===== src/rtl/pcs_cfg.svh =====
// Constants for program counter, return stack and indirect addressing
`ifndef PCS_CFG_SVH
`define PCS_CFG_SVH
`define PC_WIDTH 13
`define PC_RESET 13'h0000
`define STACK_DEPTH 8
`define STACK_PTR_W 3
`define LATCH_LOW_MSB 4
`define LATCH_TOP_MSB 4
`define LATCH_TOP_LSB 3
`define OPERAND_WIDTH 11
`define INDIRECT_PORT_ADDR 8'h00
`define INDIRECT_READ_VALUE 8'h00
`define DATA_ADDR_WIDTH 9
`endif


===== src/rtl/pcs_pkg.sv =====
// Type for the return stack operation: idle, push or pop
package pcs_pkg;
  typedef enum logic [1:0] {
    stack_idle = 2'b00,
    stack_push = 2'b01,
    stack_pop = 2'b10
  } stack_op_t;
endpackage


===== src/rtl/stack_if.sv =====
// Connection between the program counter core and the return stack
`timescale 1ns/1ps
`include "pcs_cfg.svh"
interface stack_if;
  pcs_pkg::stack_op_t op;
  logic [`PC_WIDTH-1:0] push_data;
  logic [`PC_WIDTH-1:0] top_data;
  modport core (output op, output push_data, input top_data);
  modport stack (input op, input push_data, output top_data);
endinterface


===== src/rtl/return_stack.sv =====
// Eight-entry circular return stack
`timescale 1ns/1ps
`include "pcs_cfg.svh"
module return_stack (
  input wire logic mclk,
  input wire logic rstn,
  stack_if.stack sif
);
  typedef struct packed {
    logic [`STACK_PTR_W-1:0] ptr;
  } rs_state_t;

  rs_state_t state;
  rs_state_t next_state;
  logic [`PC_WIDTH-1:0] entry [`STACK_DEPTH];

  // ------------------------------------------------------------
  // Pointer control
  // ------------------------------------------------------------
  always_comb begin
    next_state = state;
    unique case (sif.op)
      pcs_pkg::stack_push: next_state.ptr = state.ptr + 3'h1;
      pcs_pkg::stack_pop: next_state.ptr = state.ptr - 3'h1;
      default: next_state = state;
    endcase
  end

  always_ff @(posedge mclk or negedge rstn) begin
    if (!rstn) begin
      state <= '0;
    end else begin
      state <= next_state;
    end
  end

  // ------------------------------------------------------------
  // Storage
  // ------------------------------------------------------------
  always_ff @(posedge mclk) begin
    if (sif.op == pcs_pkg::stack_push) begin
      entry[state.ptr] <= sif.push_data;
    end
  end

  // Top entry sits just below the pointer; wraps when empty
  assign sif.top_data = entry[state.ptr - 3'h1];
endmodule


===== src/rtl/indirect_addr.sv =====
// Indirect data address formation
`timescale 1ns/1ps
`include "pcs_cfg.svh"
module indirect_addr (
  input wire logic bank_pointer_bit,
  input wire logic [7:0] pointer_reg,
  input wire logic [7:0] file_addr,
  input wire logic [7:0] mem_rdata,
  output logic [`DATA_ADDR_WIDTH-1:0] eff_addr,
  output logic is_indirect,
  output logic self_ref,
  output logic [7:0] rdata
);
  // ------------------------------------------------------------
  // Address select
  // ------------------------------------------------------------
  always_comb begin
    is_indirect = (file_addr == `INDIRECT_PORT_ADDR);
    self_ref = is_indirect && (pointer_reg == `INDIRECT_PORT_ADDR);
    if (is_indirect) begin
      eff_addr = {bank_pointer_bit, pointer_reg};
    end else begin
      eff_addr = {1'b0, file_addr};
    end
    rdata = self_ref ? `INDIRECT_READ_VALUE : mem_rdata;
  end
endmodule


===== src/rtl/program_counter_stack_indirect.sv =====
// Program counter, return stack and indirect data access of the core
`timescale 1ns/1ps
`include "pcs_cfg.svh"
module program_counter_stack_indirect (
  input wire logic mclk,
  input wire logic rstn,
  input wire logic instr_step,
  input wire logic jump_instr,
  input wire logic subroutine_call_instr,
  input wire logic return_instr,
  input wire logic return_literal_instr,
  input wire logic return_from_interrupt_instr,
  input wire logic interrupt_vector,
  input wire logic [`PC_WIDTH-1:0] interrupt_vector_addr,
  input wire logic [`OPERAND_WIDTH-1:0] operand,
  input wire logic file_write,
  input wire logic [7:0] file_addr,
  input wire logic [7:0] file_wdata,
  input wire logic pc_low_addr_match,
  input wire logic pc_high_latch_write,
  input wire logic [7:0] pc_high_latch_wdata,
  input wire logic pointer_write,
  input wire logic [7:0] pointer_wdata,
  input wire logic bank_pointer_bit,
  input wire logic [7:0] mem_rdata,
  output logic [`PC_WIDTH-1:0] pc,
  output logic [7:0] pc_low_byte,
  output logic [7:0] pc_high_latch,
  output logic [7:0] pointer_reg,
  output logic [`DATA_ADDR_WIDTH-1:0] data_addr,
  output logic data_write,
  output logic [7:0] data_wdata,
  output logic [7:0] indirect_rdata
);
  // ------------------------------------------------------------
  // Types and state
  // ------------------------------------------------------------
  typedef struct packed {
    logic [`PC_WIDTH-1:0] pc;
    logic [7:0] latch;
    logic [7:0] pointer;
  } core_state_t;

  typedef enum logic [2:0] {
    src_hold = 3'b000,
    src_vector = 3'b001,
    src_branch = 3'b010,
    src_return = 3'b011,
    src_low_write = 3'b100,
    src_step = 3'b101
  } pc_src_t;

  core_state_t state;
  core_state_t next_state;
  logic is_indirect;
  logic self_ref;
  logic any_branch;
  logic any_return;
  logic pc_low_write;
  pc_src_t pc_src;
  logic [`PC_WIDTH-1:0] pc_inc;
  logic [`PC_WIDTH-1:0] branch_pc;
  logic [`PC_WIDTH-1:0] low_write_pc;
  logic [`PC_WIDTH-1:0] push_value;

  stack_if sif ();

  // ------------------------------------------------------------
  // Target helpers
  // ------------------------------------------------------------
  function automatic logic [`PC_WIDTH-1:0] jump_target(
    input logic [7:0] latch,
    input logic [`OPERAND_WIDTH-1:0] opnd
  );
    jump_target = {latch[`LATCH_TOP_MSB:`LATCH_TOP_LSB], opnd};
  endfunction

  function automatic logic [`PC_WIDTH-1:0] low_write_target(
    input logic [7:0] latch,
    input logic [7:0] low
  );
    low_write_target = {latch[`LATCH_LOW_MSB:0], low};
  endfunction

  function automatic logic [`PC_WIDTH-1:0] step_target(
    input logic [`PC_WIDTH-1:0] cur
  );
    step_target = cur + 13'h0001;
  endfunction

  function automatic logic [`PC_WIDTH-1:0] return_address(
    input logic vec,
    input logic [`PC_WIDTH-1:0] cur,
    input logic [`PC_WIDTH-1:0] step
  );
    return_address = vec ? cur : step;
  endfunction

  // ------------------------------------------------------------
  // Register write helper
  // ------------------------------------------------------------
  function automatic logic [7:0] write_or_hold(
    input logic wr,
    input logic [7:0] wdata,
    input logic [7:0] cur
  );
    write_or_hold = wr ? wdata : cur;
  endfunction

  // ------------------------------------------------------------
  // Source selection
  // ------------------------------------------------------------
  function automatic logic is_return_code(
    input logic ret,
    input logic ret_lit,
    input logic ret_int
  );
    is_return_code = ret || ret_lit || ret_int;
  endfunction

  // Interrupt first, then branch, return, low-byte write, step
  function automatic pc_src_t select_source(
    input logic step,
    input logic vec,
    input logic branch,
    input logic ret,
    input logic low_write
  );
    if (!step) begin
      select_source = src_hold;
    end else if (vec) begin
      select_source = src_vector;
    end else if (branch) begin
      select_source = src_branch;
    end else if (ret) begin
      select_source = src_return;
    end else if (low_write) begin
      select_source = src_low_write;
    end else begin
      select_source = src_step;
    end
  endfunction

  // ------------------------------------------------------------
  // Stack action
  // ------------------------------------------------------------
  function automatic pcs_pkg::stack_op_t stack_action(
    input pc_src_t src,
    input logic call
  );
    stack_action = pcs_pkg::stack_idle;
    unique case (src)
      src_hold: stack_action = pcs_pkg::stack_idle;
      src_vector: stack_action = pcs_pkg::stack_push;
      src_branch: stack_action = call ? pcs_pkg::stack_push : pcs_pkg::stack_idle;
      src_return: stack_action = pcs_pkg::stack_pop;
      src_low_write: stack_action = pcs_pkg::stack_idle;
      src_step: stack_action = pcs_pkg::stack_idle;
    endcase
  endfunction

  // ------------------------------------------------------------
  // Counter source mux
  // ------------------------------------------------------------
  function automatic logic [`PC_WIDTH-1:0] next_pc_value(
    input pc_src_t src,
    input logic [`PC_WIDTH-1:0] cur,
    input logic [`PC_WIDTH-1:0] vec_pc,
    input logic [`PC_WIDTH-1:0] branch_target,
    input logic [`PC_WIDTH-1:0] popped,
    input logic [`PC_WIDTH-1:0] low_target,
    input logic [`PC_WIDTH-1:0] step_pc
  );
    next_pc_value = cur;
    unique case (src)
      src_hold: next_pc_value = cur;
      src_vector: next_pc_value = vec_pc;
      src_branch: next_pc_value = branch_target;
      src_return: next_pc_value = popped;
      src_low_write: next_pc_value = low_target;
      src_step: next_pc_value = step_pc;
    endcase
  endfunction

  // ------------------------------------------------------------
  // Return stack
  // ------------------------------------------------------------
  return_stack u_stack (
    .mclk(mclk),
    .rstn(rstn),
    .sif(sif.stack)
  );

  // ------------------------------------------------------------
  // Indirect addressing
  // ------------------------------------------------------------
  indirect_addr u_ind (
    .bank_pointer_bit(bank_pointer_bit),
    .pointer_reg(state.pointer),
    .file_addr(file_addr),
    .mem_rdata(mem_rdata),
    .eff_addr(data_addr),
    .is_indirect(is_indirect),
    .self_ref(self_ref),
    .rdata(indirect_rdata)
  );

  // ------------------------------------------------------------
  // Flow decode
  // ------------------------------------------------------------
  assign any_branch = subroutine_call_instr || jump_instr;
  assign any_return = is_return_code(
    return_instr,
    return_literal_instr,
    return_from_interrupt_instr
  );
  assign pc_low_write = file_write && pc_low_addr_match && !is_indirect;
  assign pc_src = select_source(
    instr_step,
    interrupt_vector,
    any_branch,
    any_return,
    pc_low_write
  );
  assign pc_inc = step_target(state.pc);
  assign branch_pc = jump_target(state.latch, operand);
  assign low_write_pc = low_write_target(state.latch, file_wdata);
  assign push_value = return_address(interrupt_vector, state.pc, pc_inc);

  // ------------------------------------------------------------
  // Stack control
  // ------------------------------------------------------------
  // Jumps never pop, so a return beside a branch is dropped
  assign sif.op = stack_action(pc_src, subroutine_call_instr);
  assign sif.push_data = push_value;

  // ------------------------------------------------------------
  // Data access
  // ------------------------------------------------------------
  assign data_write = file_write && !self_ref;
  assign data_wdata = file_wdata;

  // ------------------------------------------------------------
  // Next state
  // ------------------------------------------------------------
  always_comb begin
    next_state = state;
    next_state.latch = write_or_hold(
      pc_high_latch_write,
      pc_high_latch_wdata,
      state.latch
    );
    next_state.pointer = write_or_hold(
      pointer_write,
      pointer_wdata,
      state.pointer
    );
    next_state.pc = next_pc_value(
      pc_src,
      state.pc,
      interrupt_vector_addr,
      branch_pc,
      sif.top_data,
      low_write_pc,
      pc_inc
    );
  end

  // ------------------------------------------------------------
  // State register
  // ------------------------------------------------------------
  always_ff @(posedge mclk or negedge rstn) begin
    if (!rstn) begin
      state <= '0;
    end else begin
      state <= next_state;
    end
  end

  // ------------------------------------------------------------
  // Outputs
  // ------------------------------------------------------------
  assign pc = state.pc;
  assign pc_low_byte = state.pc[7:0];
  assign pc_high_latch = state.latch;
  assign pointer_reg = state.pointer;
endmodule


===== config.mk =====
export PLATFORM = sky130hd
export DESIGN_NAME = program_counter_stack_indirect
export DESIGN_NICKNAME = d
export VERILOG_FILES = /design/src/rtl/pcs_pkg.sv /design/src/rtl/stack_if.sv /design/src/rtl/return_stack.sv /design/src/rtl/indirect_addr.sv /design/src/rtl/program_counter_stack_indirect.sv
export VERILOG_INCLUDE_DIRS = /design/src /design/src/rtl
export SDC_FILE = /design/constraint.sdc
export NUM_CORES = 1
export LEC_CHECK = 0
export ABC_AREA = 1
export BUFFER_PORTS_ARGS = -buffer_cell sky130_fd_sc_hd__clkbuf_2
export CORE_UTILIZATION = 55
export CTS_CLUSTER_SIZE = 24
export DETAILED_ROUTE_END_ITERATION = 6
export PLACE_DENSITY = 0.8
export SYNTH_ARGS = -nofsm -noshare
export SYNTH_HDL_FRONTEND = slang
export SYNTH_SLANG_ARGS = --single-unit
export TNS_END_PERCENT = 100

===== constraint.sdc =====
create_clock -name mclk -period 2.1 [get_ports mclk]
set_input_delay 0 -clock mclk [delete_from_list [all_inputs] [get_ports mclk]]
set_output_delay 0 -clock mclk [all_outputs]
set_load 0.05 [all_outputs]

# After elaboration in Yosys (flattened, before gate mapping)
# Memories as Yosys holds them, arrays and structs flattened.
# Cells that the tools add are included.
[word_totals]
input_bits = 78
output_inout_bits = 63
word_cells = 43
mem_bits_rw = 104
memories = 1
register_bits = 32
[classes]
add_sub_neg = 3
n_mux = 14
reduce_logical = 14
n_eq_ne = 7
[memory_table]
columns = ["memory", "depth", "width", "rd", "rd_clocked_by_memory_dff", "write_ports", "line", "rtl"]
rows = [
  ["u_stack.entry", 8, 13, 1, 0, 1, "return_stack.sv:15", "logic [`PC_WIDTH-1:0] entry [`STACK_DEPTH];"],
]
[op_table]
columns = ["cell", "n"]
rows = [
  ["13-bit case mux with 5 select lines", 1],
  ["8-bit logical NOT", 2],
  ["13-bit by 1-bit adder with 13-bit output (second input constant)", 1],
  ["13-bit two-way mux", 1],
  ["3-bit two-way mux", 4],
  ["9-bit two-way mux", 1],
  ["8-bit two-way mux", 1],
  ["2-bit case mux with 4 select lines", 1],
  ["3-bit by 2-bit == test with 1-bit output (second input constant)", 2],
  ["3-bit == test (second input constant)", 2],
  ["3-bit case mux with 2 select lines", 1],
  ["1-bit logical AND", 4],
  ["1-bit two-way mux", 4],
  ["3-bit by 1-bit adder with 3-bit output (second input constant)", 1],
  ["3-bit by 1-bit == test with 1-bit output (second input constant)", 1],
  ["3-bit logical NOT", 1],
  ["1-bit logical OR", 3],
  ["3-bit OR reduction", 1],
  ["3-bit by 1-bit subtractor with 3-bit output (second input constant)", 1],
  ["2-bit by 1-bit == test with 1-bit output (second input constant)", 1],
  ["2-bit == test (second input constant)", 1],
  ["1-bit logical NOT", 2],
  ["2-bit nonzero test", 1],
]

# Depth between registers and ports, before layout
[logic_depth]
depth_word = 14
mapped_depth = 14
mapped_depth_nobuf = 10

# By module
# A second synthesis with hierarchy kept.
[unflattened]
cells_unflattened = 868
hier_area_um2 = 7415.9
[modules_own_cells]
columns = ["mod", "n_inst", "seq_area_each_um2", "area_each_um2", "cells_per_inst"]
rows = [
  ["return_stack", 1, 3198.1, 4843.4, 489],
  ["program_counter_stack_indirect", 1, 725.7, 2306.0, 322],
  ["indirect_addr", 1, 0.0, 266.5, 57],
]

# Worst setup path before layout
# OpenSTA, ideal clock, no wires.
[synth_timing]
path_kind = "register to register"
start = "register state, in the netlist pc[0]"
end = "memory u_stack.entry[0][12] (netlist name) (data pin)"
path_stages_with_launch = 9
path_buffers = 0
required_ns = 1.781
t_arrival_ns = 1.751
setup_time_ns = 0.319
path_slack_ns = 0.031
period_less_slack_ns = 2.069
cell_sequence = "dfrtp_1 > ha_1 > inv_1 > nor2_2 > nand3_1 > nand2_1 > nand2_1 > nand2_1 > o21ai_0"
[synth_via]
elab_chain_cells = 2
[synth_lines]
columns = ["element", "line", "rtl"]
rows = [
  ["start: declaration", "program_counter_stack_indirect.sv:53", "core_state_t state;"],
  ["start signal: assignment", "program_counter_stack_indirect.sv:276", "state <= next_state;"],
  ["13-bit by 1-bit adder with 13-bit output", "program_counter_stack_indirect.sv:88", "step_target = cur + 13'h0001;"],
  ["13-bit two-way mux", "program_counter_stack_indirect.sv:96", "return_address = vec ? cur : step;"],
  ["via push_value[12]", "program_counter_stack_indirect.sv:64", "logic [`PC_WIDTH-1:0] push_value;"],
  ["end: declaration", "return_stack.sv:15", ""],
]
# The timed path passes the listed nets, and every way through them passes these cells.

# Final worst setup path
[layout_timing]
start = "register u_stack.state[1] (netlist name)"
end = "register state, in the netlist pc[0]"
[layout_via]
elab_chain_cells = 3
[layout_lines]
columns = ["element", "line", "rtl"]
rows = [
  ["start: declaration", "return_stack.sv:13", "rs_state_t state;"],
  ["start signal: assignment", "return_stack.sv:33", "state <= next_state;"],
  ["3-bit by 1-bit subtractor with 3-bit output", "return_stack.sv:47", "assign sif.top_data = entry[state.ptr - 3'h1];"],
  ["memory read 8 x 13 bit", "--", ""],
  ["13-bit case mux with 5 select lines", "program_counter_stack_indirect.sv:175", "unique case (src)"],
]
# Every way passes these cells.
# A chain may end at the register's enable or synchronous reset.

==> qor.csv <==
metric,value,unit
status,"finished, violations left",
violations,design-rule violations,
irDropWorstVdd,1.11,mV
synthArstFlopShare,0.235,
p_sw_frac,0.403,
synth_top_area_share,0.455,
viasPerCell,5.61,
fp.dieH,114,microns
crit_path_end_kind,flip-flop,
synth_most_common_cell,nand2_1,
crit_family,simple AND/OR/NAND/NOR gates,
power_leakage,0.00414,uW
io_buffer_count,140,
netlist_instances,758,
numCtsBuffers,17,
grt_pass1_wl,32.6,mm
coreArea,12100,sq um
fmax,0.505,GHz
cts.sinks,136,
clk_pin_slew,0.06,ns
setup_violations,0,
required,2.41,ns
power_density,1200,nW/um^2
synth_common_cells,"nand2_1 (249), nand3_1 (110), edfxtp_1 (104), inv_1 (60), nor2_1 (56)",
grtUsageMet1,0.394,
cts_setup_buffers,0,
switching_power,4390,uW
htree_levels,4,
rows,40,
layout_min_cycle_time,1.98,ns
ys_seq_elements,136,
syn_area,6860,sq um
cts_tree,yes,
synth-seq-area-share,0.572,
gp_congestion,0.913,
clkPwrFrac,0.259,
syn_avg_cell_area,9.05,sq um
dieWidth,114,microns
critical_path.cell_chain,inv_1 > ha_1 > buf_4 > nand3_1 > nand2_1 > nand2_1 > nand3_1 > nand2_1 > nor2_1 > nand2_1,
synth_ff_type,edfxtp_1,
antennaDiodeCount,0,
period_share,0.944,
track_usage,0.340,
synth_largest_area_cell,edfxtp_1,
layout.nets,1064,
slowest_delay,0.41,ns
hpwl,12.1,mm
synth-edff-count,104,
drcViolationCount,1,
crit_buf_inv,2,
hold_viol,0,
layout-drive-gt1-share,0.235,
placed_area,7850,sq um
grt_pass1_vias,6327,
drv_slew,0,
crit_type,reg -> reg,
cts_buffer_depth,2,
slew_headroom,0.354,
seq_power_share,0.322,
io_pins,141,
synthTopCellsByArea,"edfxtp_1 (46%), nand2_1 (14%), dfrtp_1 (12%), nand3_1 (8.0%), inv_1 (3.3%)",
worst_slew_pin_slew,0.969,ns
totalPowerFinal,10900,uW
firstDrtPassIters,7,
fin_tns_setup,0,ns
area_delta_synth_final,32.5,%
crit_arrival,2.29,ns
synth_warnings,0,
crit_slowest_cell,dfrtp_1,
final_core_util,0.753,
fin_area,9080,sq um
grtUsageMet3,0.0840,
largest_reg_flops,104,
drtIter0Drc,859,
cts-root-buf,clkbuf_16,
start_util,0.568,
syn-num-nets,841,
worstHoldPathType,in -> reg,
top_register,u_stack.entry,
yosysUniqueCellTypes,31,
wl_per_cell,18.4,microns
drt_wl_total,21.3,mm
fin_worst_skew,0.00907,ns
path_common_cell,nand2_1,
dieArea,12900,sq um
antenna_left,0,
grt_max_degree,56,
cap_violations,0,
num_vias,6521,
hold_slack,0.0268,ns
combinationalPowerShare,0.419,
critical_path.max_fanout,15,
met2_usage,0.586,
overflow,0,
busiest_layer,met2,
cp-start-kind,flip-flop,
clk_latency,0.42,ns
antenna_found_initial,0,
intPower,6500,uW
rsz0062_at_grt,no,
[power groups by stage]
stage | combinational, uW | sequential, uW | clock [uW]
finish | 4560 | 3510 | 2820
global route | 4960 | 3530 | 2920
CTS | 4410 | 3500 | 2770
detailed placement | 4270 | 3550 | 0
global placement | 4190 | 3530 | 0
floorplan | 2720 | 3820 | 0
[final timing paths]
| path | from | to | slack [ns] | cells past startpoint |
|---|---|---|---|---|
| worst min-delay path | pointer_write | pointer_reg[1] | 0.03 | 2 |
| worst min register to register | pc_high_latch[6] | pc_high_latch[6] | 0.51 | 1 |
| worst max-delay path | u_stack.state[1] | pc[0] | 0.12 | 10 |
| max in group asynchronous | rstn | u_stack.state[0] | 1.20 | 2 |
| min in group asynchronous | rstn | pc[4] | 0.29 | 2 |
| worst max register to register | u_stack.state[1] | pc[0] | 0.12 | 10 |
[per-layer routing]
layer / share of wire / routed length [microns]
met5: 0 / 0
met4: 0.049 / 1040
met3: 0.085 / 1810
met2: 0.50 / 10700
met1: 0.37 / 7810
[repair_timing]
action | CTS | global route
hold buffers | 69 | 0
gates resized for setup | 0 | 4
endpoints found under the hold margin | 61 | 0
setup endpoints to repair | 0 | 25
[area by class of cell]
class	count	area [sq um]
clock buffers	20	437
clock inverters	12	109
fillers	714	2980
inverters	67	256
multi-input cells	508	2380
flip-flops and latches	136	3920
well taps	168	210
repair buffers	251	1770
[cells in the final DEF, fill, tap and decap left out, drive strengths merged, types with 4 or more instances in the layout]
cell type / instances
ha: 5
o21bai: 8
mux2: 5
a21boi: 5
dfrtp: 32
inv: 67
clkinv: 8
nor2: 63
nand3: 113
dlygate4sd3: 69
clkbuf: 160
buf: 42
nand4: 7
nand2: 251
o21ai: 39
xnor2: 4
edfxtp: 104
[cell families (layout without fill, tap and decap cells)]
logic type | after synthesis | count (layout) | synth area share
simple gates | 438 | 438 | 0.276
buf+inv | 114 | 350 | 0.0807
flops | 136 | 136 | 0.572
compound gates | 54 | 54 | 0.0442
mux | 5 | 5 | 0.00821
xor+xnor | 6 | 6 | 0.00986
fa+ha+maj | 5 | 5 | 0.00912
[through the flow]
step	setup slack, ns	instances
3_3_place_gp	0.259	1061
4_1_cts	0.0928	1162
3_5_place_dp	0.107	1061
5_1_grt	0.00625	1162
2_1_floorplan	0.0306	758
6_report	0.118	1162
Note: power is estimated with default switching activity, not from simulation.
